File: src/wdt_pkg.sv
package wdt_pkg;
  localparam logic [7:0] INDEX_PORT_ADDR = 8'h2E;
  localparam logic [7:0] DATA_PORT_ADDR = 8'h2F;
  localparam logic [7:0] UNLOCK_KEY = 8'h87;
  localparam logic [7:0] LOCK_KEY = 8'hAA;
  localparam logic [7:0] IDX_LDEV_SELECT = 8'h07;
  localparam logic [7:0] IDX_ACTIVATE = 8'h30;
  localparam logic [7:0] IDX_TIME_UNIT = 8'hF0;
  localparam logic [7:0] IDX_TIMEOUT = 8'hF1;
  localparam logic [7:0] WDT_LDEV = 8'h08;
  localparam logic [7:0] UNIT_SECONDS = 8'h00;
  localparam logic [7:0] UNIT_MINUTES = 8'h08;
  localparam logic [7:0] ACTIVATE_ON = 8'h01;
  localparam logic [7:0] ZERO_BYTE = 8'h00;
  localparam int CLK_HZ = 100_000_000;
  localparam int SECONDS_PER_MINUTE = 60;
  localparam int RESET_PULSE_CYCLES = 16;

  typedef struct packed {
    logic wr;
    logic rd;
    logic [7:0] addr;
    logic [7:0] wdata;
  } io_req_s;

  typedef enum logic [1:0] {
    LOCKED = 2'b00,
    KEY_ONCE = 2'b01,
    UNLOCKED = 2'b10
  } cfg_state_e;
endpackage

File: src/system_watchdog_timer.sv
`timescale 1ns/1ps
module system_watchdog_timer
  import wdt_pkg::*;
#(
  parameter int TICKS_PER_SECOND = CLK_HZ
)
(
  input wire logic ref_clk,
  input wire logic rst_n,
  input wire io_req_s io,
  output logic [7:0] rdata,
  output logic sys_reset,
  output logic wdt_running
);
  if (TICKS_PER_SECOND < 1)
  begin : g_bad_ticks
    $error("TICKS_PER_SECOND must be at least 1");
  end

  cfg_state_e cfg_state;
  logic [7:0] index_reg;
  logic [7:0] logical_device_select;
  logic [7:0] watchdog_activate;
  logic [7:0] watchdog_time_unit;
  logic [7:0] watchdog_timeout_count;
  logic [31:0] sec_div;
  logic [5:0] min_div;
  logic [7:0] count;
  logic [4:0] rst_cnt;
  logic unit_tick;
  logic cfg_open;
  logic idx_wr;
  logic data_wr;
  logic wdt_sel;
  logic load;
  logic sec_tick;

  assign cfg_open = (cfg_state == UNLOCKED);
  assign idx_wr = io.wr && io.addr == INDEX_PORT_ADDR;
  assign data_wr = io.wr && io.addr == DATA_PORT_ADDR && cfg_open;
  assign wdt_sel = logical_device_select == WDT_LDEV;
  assign load = data_wr && wdt_sel && index_reg == IDX_TIMEOUT;
  assign sec_tick = sec_div == 32'(TICKS_PER_SECOND - 1);

  // unlock sequence
  always_ff @(posedge ref_clk or negedge rst_n)
  begin
    if (!rst_n)
      cfg_state <= LOCKED;
    else if (idx_wr)
    begin
      case (cfg_state)
        LOCKED: cfg_state <= (io.wdata == UNLOCK_KEY) ? KEY_ONCE : LOCKED;
        KEY_ONCE: cfg_state <= (io.wdata == UNLOCK_KEY) ? UNLOCKED : LOCKED;
        UNLOCKED: cfg_state <= (io.wdata == LOCK_KEY) ? LOCKED : UNLOCKED;
        default: cfg_state <= LOCKED;
      endcase
    end
    else if (io.wr && cfg_state == KEY_ONCE)
      cfg_state <= LOCKED;
  end

  // index latch
  always_ff @(posedge ref_clk or negedge rst_n)
  begin
    if (!rst_n)
      index_reg <= ZERO_BYTE;
    else if (idx_wr && cfg_open)
      index_reg <= io.wdata;
  end

  // configuration registers
  always_ff @(posedge ref_clk or negedge rst_n)
  begin
    if (!rst_n)
    begin
      logical_device_select <= ZERO_BYTE;
      watchdog_activate <= ZERO_BYTE;
      watchdog_time_unit <= UNIT_SECONDS;
      watchdog_timeout_count <= ZERO_BYTE;
    end
    else if (data_wr)
    begin
      if (index_reg == IDX_LDEV_SELECT)
        logical_device_select <= io.wdata;
      else if (wdt_sel && index_reg == IDX_ACTIVATE)
        watchdog_activate <= io.wdata;
      else if (wdt_sel && index_reg == IDX_TIME_UNIT)
        watchdog_time_unit <= io.wdata;
      else if (load)
        watchdog_timeout_count <= io.wdata;
    end
  end

  // read data
  always_ff @(posedge ref_clk or negedge rst_n)
  begin
    if (!rst_n)
      rdata <= ZERO_BYTE;
    else if (io.rd && io.addr == INDEX_PORT_ADDR)
      rdata <= index_reg;
    else if (io.rd && io.addr == DATA_PORT_ADDR && cfg_open)
    begin
      case (index_reg)
        IDX_LDEV_SELECT: rdata <= logical_device_select;
        IDX_ACTIVATE: rdata <= wdt_sel ? watchdog_activate : ZERO_BYTE;
        IDX_TIME_UNIT: rdata <= wdt_sel ? watchdog_time_unit : ZERO_BYTE;
        IDX_TIMEOUT: rdata <= wdt_sel ? count : ZERO_BYTE;
        default: rdata <= ZERO_BYTE;
      endcase
    end
  end

  // time base: seconds, optionally divided to minutes
  always_ff @(posedge ref_clk or negedge rst_n)
  begin
    if (!rst_n)
    begin
      sec_div <= '0;
      min_div <= '0;
      unit_tick <= 1'b0;
    end
    else if (load || watchdog_activate != ACTIVATE_ON)
    begin
      sec_div <= '0;
      min_div <= '0;
      unit_tick <= 1'b0;
    end
    else
    begin
      sec_div <= sec_tick ? '0 : sec_div + 32'd1;
      unit_tick <= 1'b0;
      if (sec_tick)
      begin
        if (watchdog_time_unit == UNIT_MINUTES)
        begin
          min_div <= (min_div == 6'(SECONDS_PER_MINUTE - 1)) ? '0 : min_div + 6'd1;
          unit_tick <= min_div == 6'(SECONDS_PER_MINUTE - 1);
        end
        else
          unit_tick <= 1'b1;
      end
    end
  end

  // countdown
  always_ff @(posedge ref_clk or negedge rst_n)
  begin
    if (!rst_n)
      count <= ZERO_BYTE;
    else if (load)
      count <= io.wdata;
    else if (watchdog_activate == ACTIVATE_ON && unit_tick && count != ZERO_BYTE)
      count <= count - 8'd1;
  end

  always_ff @(posedge ref_clk or negedge rst_n)
  begin
    if (!rst_n)
      wdt_running <= 1'b0;
    else
      wdt_running <= watchdog_activate == ACTIVATE_ON && count != ZERO_BYTE;
  end

  // reset pulse on expiry
  always_ff @(posedge ref_clk or negedge rst_n)
  begin
    if (!rst_n)
    begin
      sys_reset <= 1'b0;
      rst_cnt <= '0;
    end
    else if (rst_cnt != '0)
    begin
      rst_cnt <= rst_cnt - 5'd1;
      sys_reset <= rst_cnt != 5'd1;
    end
    // a reload in the final tick cycle wins over expiry
    else if (watchdog_activate == ACTIVATE_ON && unit_tick && count == 8'd1 && !load)
    begin
      sys_reset <= 1'b1;
      rst_cnt <= 5'(RESET_PULSE_CYCLES);
    end
  end

  a_unlock_needs_two: assert property (@(posedge ref_clk) disable iff (!rst_n)
    $rose(cfg_open) |-> $past(idx_wr) && $past(io.wdata) == UNLOCK_KEY && $past(cfg_state) == KEY_ONCE)
    else $error("unlock without key");
  a_locked_no_write: assert property (@(posedge ref_clk) disable iff (!rst_n)
    (io.wr && io.addr == DATA_PORT_ADDR && !cfg_open) |=> $stable(watchdog_timeout_count))
    else $error("write accepted while locked");
  a_expiry_resets: assert property (@(posedge ref_clk) disable iff (!rst_n)
    (watchdog_activate == ACTIVATE_ON && unit_tick && count == 8'd1 && !load && rst_cnt == '0)
    |=> sys_reset && count == ZERO_BYTE)
    else $error("no reset on expiry");
  a_count_decrements: assert property (@(posedge ref_clk) disable iff (!rst_n)
    (watchdog_activate == ACTIVATE_ON && unit_tick && count > 8'd1 && !load)
    |=> count == $past(count) - 8'd1)
    else $error("count did not decrement");
  a_reload_value: assert property (@(posedge ref_clk) disable iff (!rst_n)
    load |=> count == $past(io.wdata) && watchdog_timeout_count == $past(io.wdata))
    else $error("reload value wrong");
  a_disabled_holds: assert property (@(posedge ref_clk) disable iff (!rst_n)
    (watchdog_activate != ACTIVATE_ON && !load) |=> $stable(count))
    else $error("count moved while disabled");
  a_minute_unit: assert property (@(posedge ref_clk) disable iff (!rst_n)
    ($past(watchdog_time_unit) == UNIT_MINUTES && unit_tick)
    |-> $past(min_div) == 6'(SECONDS_PER_MINUTE - 1))
    else $error("minute tick too early");
  a_reset_pulse_len: assert property (@(posedge ref_clk) disable iff (!rst_n)
    $rose(sys_reset) |-> sys_reset [*8])
    else $error("reset pulse too short");
  a_other_device_ignored: assert property (@(posedge ref_clk) disable iff (!rst_n)
    (data_wr && !wdt_sel && index_reg != IDX_LDEV_SELECT) |=> $stable(watchdog_activate))
    else $error("activate written for other device");
  a_idle_no_reset: assert property (@(posedge ref_clk) disable iff (!rst_n)
    (count == ZERO_BYTE && rst_cnt == '0) |=> !sys_reset)
    else $error("reset without expiry");
endmodule

File: config.mk
export PLATFORM = sky130hd
export DESIGN_NAME = system_watchdog_timer
export DESIGN_NICKNAME = d
export VERILOG_FILES = /design/src/wdt_pkg.sv /design/src/system_watchdog_timer.sv
export SDC_FILE = /design/constraint.sdc
export NUM_CORES = 1
export LEC_CHECK = 0
export ABC_AREA = 1
export ABC_CLOCK_PERIOD_IN_PS = 2050
export BUFFER_PORTS_ARGS = -buffer_cell sky130_fd_sc_hd__buf_2
export CORE_MARGIN = 1
export CORE_UTILIZATION = 55
export CTS_BUF_LIST = sky130_fd_sc_hd__clkbuf_8
export CTS_CLUSTER_SIZE = 40
export DETAILED_ROUTE_END_ITERATION = 16
export PLACE_DENSITY = 0.73
export SYNTH_ARGS = -nofsm -noshare
export SYNTH_HDL_FRONTEND = slang
export SYNTH_SLANG_ARGS = --single-unit
File: constraint.sdc
create_clock -name ref_clk -period 2.05 [get_ports ref_clk]
set_input_delay 0.3075 -clock ref_clk [delete_from_list [all_inputs] [get_ports ref_clk]]
set_output_delay 0.3075 -clock ref_clk [all_outputs]
set_load 0.02 [all_outputs]
Word-level counts from Yosys, hierarchy flattened
Index checks and enable logic that the tools add are counted.
- bits in registers: 96
- latch bits: 0
- bits in writable memories: 0
- bits in read-only memories: 0
- output and inout bits: 10
- logic and storage cells: 96
- memories kept: 0
- $add $sub $neg: 4
- multiply operators: 0
- divide/modulo/power cells: 0
- order comparisons: 0
- equal/unequal tests: 18
- shift-type cells: 0
- muxes and demuxes: 27
- bitwise operators: 2
- reductions and logical operators: 32
- operators with widths (cell ; count):
    32-bit two-way mux ; 2
    8-bit two-way mux ; 7
    32-bit by 1-bit adder with 32-bit output, second input constant ; 1
    32-bit by 27-bit equality test with 1-bit output, second input constant ; 1
    8-bit equality test, second input constant ; 4
    8-bit case mux with 4 select lines ; 1
    8-bit by 6-bit equality test with 1-bit output, second input constant ; 3
    6-bit two-way mux ; 4
    1-bit logical AND ; 17
    8-bit by 1-bit equality test with 1-bit output, second input constant ; 2
    8-bit by 4-bit equality test with 1-bit output, second input constant ; 2
    2-bit nonzero test ; 6
    5-bit two-way mux ; 2
    8-bit by 3-bit equality test with 1-bit output, second input constant ; 1
    2-bit two-way mux ; 4
    8-bit by 1-bit != test with 1-bit output, second input constant ; 1
    8-bit nonzero test ; 1
    8-bit by 1-bit subtractor with 8-bit output, second input constant ; 1
    6-bit by 1-bit adder with 6-bit output, second input constant ; 1
    6-bit equality test, second input constant ; 1
    1-bit two-way mux ; 6
    2-bit case mux with 3 select lines ; 1
    5-bit by 1-bit != test with 1-bit output, second input constant ; 1
    5-bit nonzero test ; 1
    other kinds (10) ; 12

Depth between registers and ports, before layout
- depth after elaboration: 9
- gate-level depth with buffers: 11

Worst setup path before layout
Ideal clock, no wire load.
- path type: register -> register
- start: reg sec_div[0]
- end: reg sec_div[13]
- library setup time: 119 ps
- data arrival time: 1408 ps
- setup slack: 523 ps
- cell stages (with the launch flop): 10
- buffers on the path: 1
- period minus slack after synthesis: 1527 ps
- cells stage by stage: dfrtp_1 -> ha_1 -> nand2_1 -> nor2_2 -> nand2_1 -> nor2_1 -> nand2_1 -> nand3_2 -> buf_6 -> nor2_1
- cells in the longest elaborated chain, start to end: 3
- elaborated cells between the ends (all ways): 4
- those cells by class: add/sub (1); eq/ne (1); mux (2)
- RTL lines (element ; RTL line ; RTL):
    start: declaration ; system_watchdog_timer.sv:26 ; logic [31:0] sec_div;
    start signal: assignment ; system_watchdog_timer.sv:131 ; sec_div <= sec_tick ? '0 : sec_div + 32'd1;
    32-bit by 1-bit adder with 32-bit output or 32-bit by 27-bit equality test with 1-bit output (tied branches) ; system_watchdog_timer.sv:131, system_watchdog_timer.sv:43 ;
    32-bit two-way mux * ; system_watchdog_timer.sv:131 ;
    32-bit two-way mux * ; system_watchdog_timer.sv:123 ; else if (load || watchdog_activate != ACTIVATE_ON)
Every way passes the cells marked *; elsewhere a longest branch is shown, timed or not.
A chain may end at the register's enable or synchronous reset.

Final worst setup path
- start: reg watchdog_activate[3]
- end: reg rst_cnt[1]
- cells in the longest elaborated chain, start to end: 5
- RTL lines (element ; RTL line ; RTL):
    start: declaration ; system_watchdog_timer.sv:23 ; logic [7:0] watchdog_activate;
    start signal: assignment ; system_watchdog_timer.sv:87 ; watchdog_activate <= io.wdata;
    8-bit by 1-bit equality test with 1-bit output ; system_watchdog_timer.sv:179 ; else if (watchdog_activate == ACTIVATE_ON && unit_tick && count == 8'd1 && !load)
    1-bit logical AND (3 in a row) ; system_watchdog_timer.sv:179 ;
    2-bit nonzero test (no source line) ; n/a ;
    end signal: assignment ; system_watchdog_timer.sv:175 ; rst_cnt <= rst_cnt - 5'd1;
    end signal: assignment ; system_watchdog_timer.sv:182 ; rst_cnt <= 5'(RESET_PULSE_CYCLES);
    end: declaration ; system_watchdog_timer.sv:29 ; logic [4:0] rst_cnt;
No other way between the ends.

==> impl_metrics.csv <==
group,metric,value,unit
placed_design,place_area,5990,um^2
sta,finClkSkew,10.6,ps
finish,n_antenna_cell,0,
global_route,antenna_found_initial,0,
global_route,grt_pass1_wl,23100,um
synth,syn_nets,815,
worst_hold_path,min-delay-path-class,"primary input to flop",
sta,fin_crit,1860,ps
clocking,numClockSinks,96,
worst_setup_path,worstSetupPathType,"flop to flop",
floorplanning,die_h,104,um
drt,drt-total-wl,13600,um
floorplanning,core-area,9860,um^2
clocking,numCtsBuffers,9,
worst_setup_path,start_kind,"flop",
synth,syn_area_per_cell,7.18,um^2
synth,synth_cell_type_count,37,
synth,ys_ff_latch,96,
power_and_ir_drop,power_density,556,nW/um^2
synth,syn_area,5670,um^2
sta,hold_viol_final,0,
synth,ys_seq_area_share,42.4,%
power_and_ir_drop,p_leak,0.00290,uW
placed_design,dp_hpwl,10300,um
finish,layout_commonest_cell,"nand2_1",
run,cap_violations,0,
drt,detail_route.wl_per_cell,14.1,um
run_status,outcome,"finished, final reports clean",
synth,ys.flop_type,"dfrtp_1",
drt,drc,0,
drt,drtPass1Iterations,5,
drt,via_count,5205,
floorplanning,die_area,10700,um^2
synth,async_flop_share,100,%
placed_design,gp_congestion,0.952,
floorplanning,die_w,104,um
power_and_ir_drop,vdd_drop_max,559,uV
finish,largest_register_ffs,32,
finish,layout-drive-gt1-share,11.2,%
clocking,tritoncts,"done",
global_route,grt_max_degree,61,
sta,tns,0,ps
finish,post-route-util,63.2,%
finish,multi_input_area,2780,um^2
sta,drv_slew,0,
synth,yosys-top-cells-area,"dfrtp_1 42%, nand2_1 14%, nand3_1 8.9%, nor2_1 7.5%, inv_1 6.3%",
sta,tightest_slew,439,ps
worst_setup_path,crit_arrival,2120,ps
floorplanning,start_util,57.5,%
sta,worst_slack,195,ps
synth,synth_edf_count,0,
clocking,cts.clk_slew.worst_paths,90,ps
sta,setup_violations,0,
global_route,grt.overflow.total,0,
sta,rsz0062_at_grt,"no",
clocking,clockBufferDepth,2,
clocking,post_cts_buffers,0,
drt,avgViaCountPerCell,5.39,
sta,relSlewSlack,70.6,%
finish,regArea,2400,um^2
floorplanning,core.rowCount,36,
placed_design,port-buffer-count,29,
clocking,cts.htree.levels,3,
worst_setup_path,r2r_slack,190,ps
synth,yosys_warnings,0,
finish,final_cell_area,6240,um^2
worst_setup_path,endpoint_kind,"flop",
finish,largest-register,"sec_div",
drt,drt_iter0_drc,321,
clocking,root_buffer,"clkbuf_8",
global_route,grt_pass1_vias,4888,
finish,areaGrowthSynthToFinish,10.1,%
sta,post-route-period-util,90.5,%
power_and_ir_drop,power,3470,uW
synth,yosysTopAreaCell,"dfrtp_1",
synth,synthCells,789,
worst_setup_path,worstPathMaxFanout,5,
sta,clock.fmax,539,MHz
worst_setup_path,cp.required,2320,ps
finish,final_cell_mix,"212 x nand2_1, 113 x nor2_1, 101 x nand3_1",
drt,ant_nets,0,
synth,synth.top_cell.area_share,42.4,%
placed_design,pre_cts_ws,233,ps
floorplanning,ioPinCount,30,
finish,fin_nets,853,
clocking,clk_latency,380,ps
finish,fillerInstances,881,
global_route,grtUsageTotal,27.1,%
kinds of logic (layout without fill, tap and decap cells):
group / after synthesis / count (layout) / share of synthesized area, %
AOI/OAI and AO/OA: 53 / 53 / 4.88
xor gates and xnor gates: 26 / 26 / 4.02
adders and majority gates: 6 / 6 / 1.32
DFF: 96 / 96 / 42.4
buffers and inverters: 118 / 161 / 8.59
and+or+nand+nor: 490 / 490 / 38.8
power breakdown:
part	internal, uW	switching (uW)
Clock	801	669
Sequential	1890	1.99
Combinational	27.1	78.4
Total	2720	749
synth_stat cells (6+ instances only):
master,count
nand3_1,101
a21oi_1,6
dfrtp_1,96
nand2_1,212
inv_1,95
o21ai_1,24
inv_2,9
o21ai_0,19
nor2_2,7
ha_1,6
nor2_1,113
nor3_1,11
nand4_1,18
xor2_1,21
final timing paths:
kind	from	endpoint	cells after the start
worst min register to register	sec_div[0]	sec_div[0]	1
worst min-delay path	io[6]	watchdog_activate[6]	3
min in group asynchronous	rst_n	sec_div[16]	2
worst max-delay path	watchdog_activate[3]	rst_cnt[1]	8
worst max register to register	watchdog_activate[3]	rst_cnt[1]	8
max in group asynchronous	rst_n	rst_cnt[1]	3
final cells by class:
cell class / instances / share of cell area, %
flip-flops and latches: 96 / 38.5
multi-input cells: 575 / 44.6
clock inverters: 7 / 1.81
inverters: 106 / 6.40
clock buffers: 9 / 1.99
well taps: 133 / 2.67
repair buffers: 39 / 4.01
worst max-delay path: stages, from the launching register on:
cell and delay [ps]:
dfrtp_1 410, inv_1 80, nand4_1 100, nor2_1 360
nand2_1 180, nor2_1 250, nand2_1 200, nand3_1 110
nand2_1 60
what timing repair did:
item / CTS / global route
hold buffers: 1 / 0
gates resized for setup: 0 / 1
hold endpoints to repair: 9 / 0
setup endpoints to repair: 0 / 4
per-stage QoR:
step | instances | hold WS (ps)
3_5_place_dp | 948 | 152
5_1_grt | 965 | 178
3_3_place_gp | 948 | 154
4_1_cts | 965 | 166
6_report | 965 | 186
2_1_floorplan | 789 | 11.9
layer usage:
metal  routed length [um]  GRT usage (%)
met2                 6350           42.9
met1                 6120           35.9
met4                  393           10.9
met3                  755           6.54
met5                    0              0
Note: power is estimated with default switching activity, not from simulation.
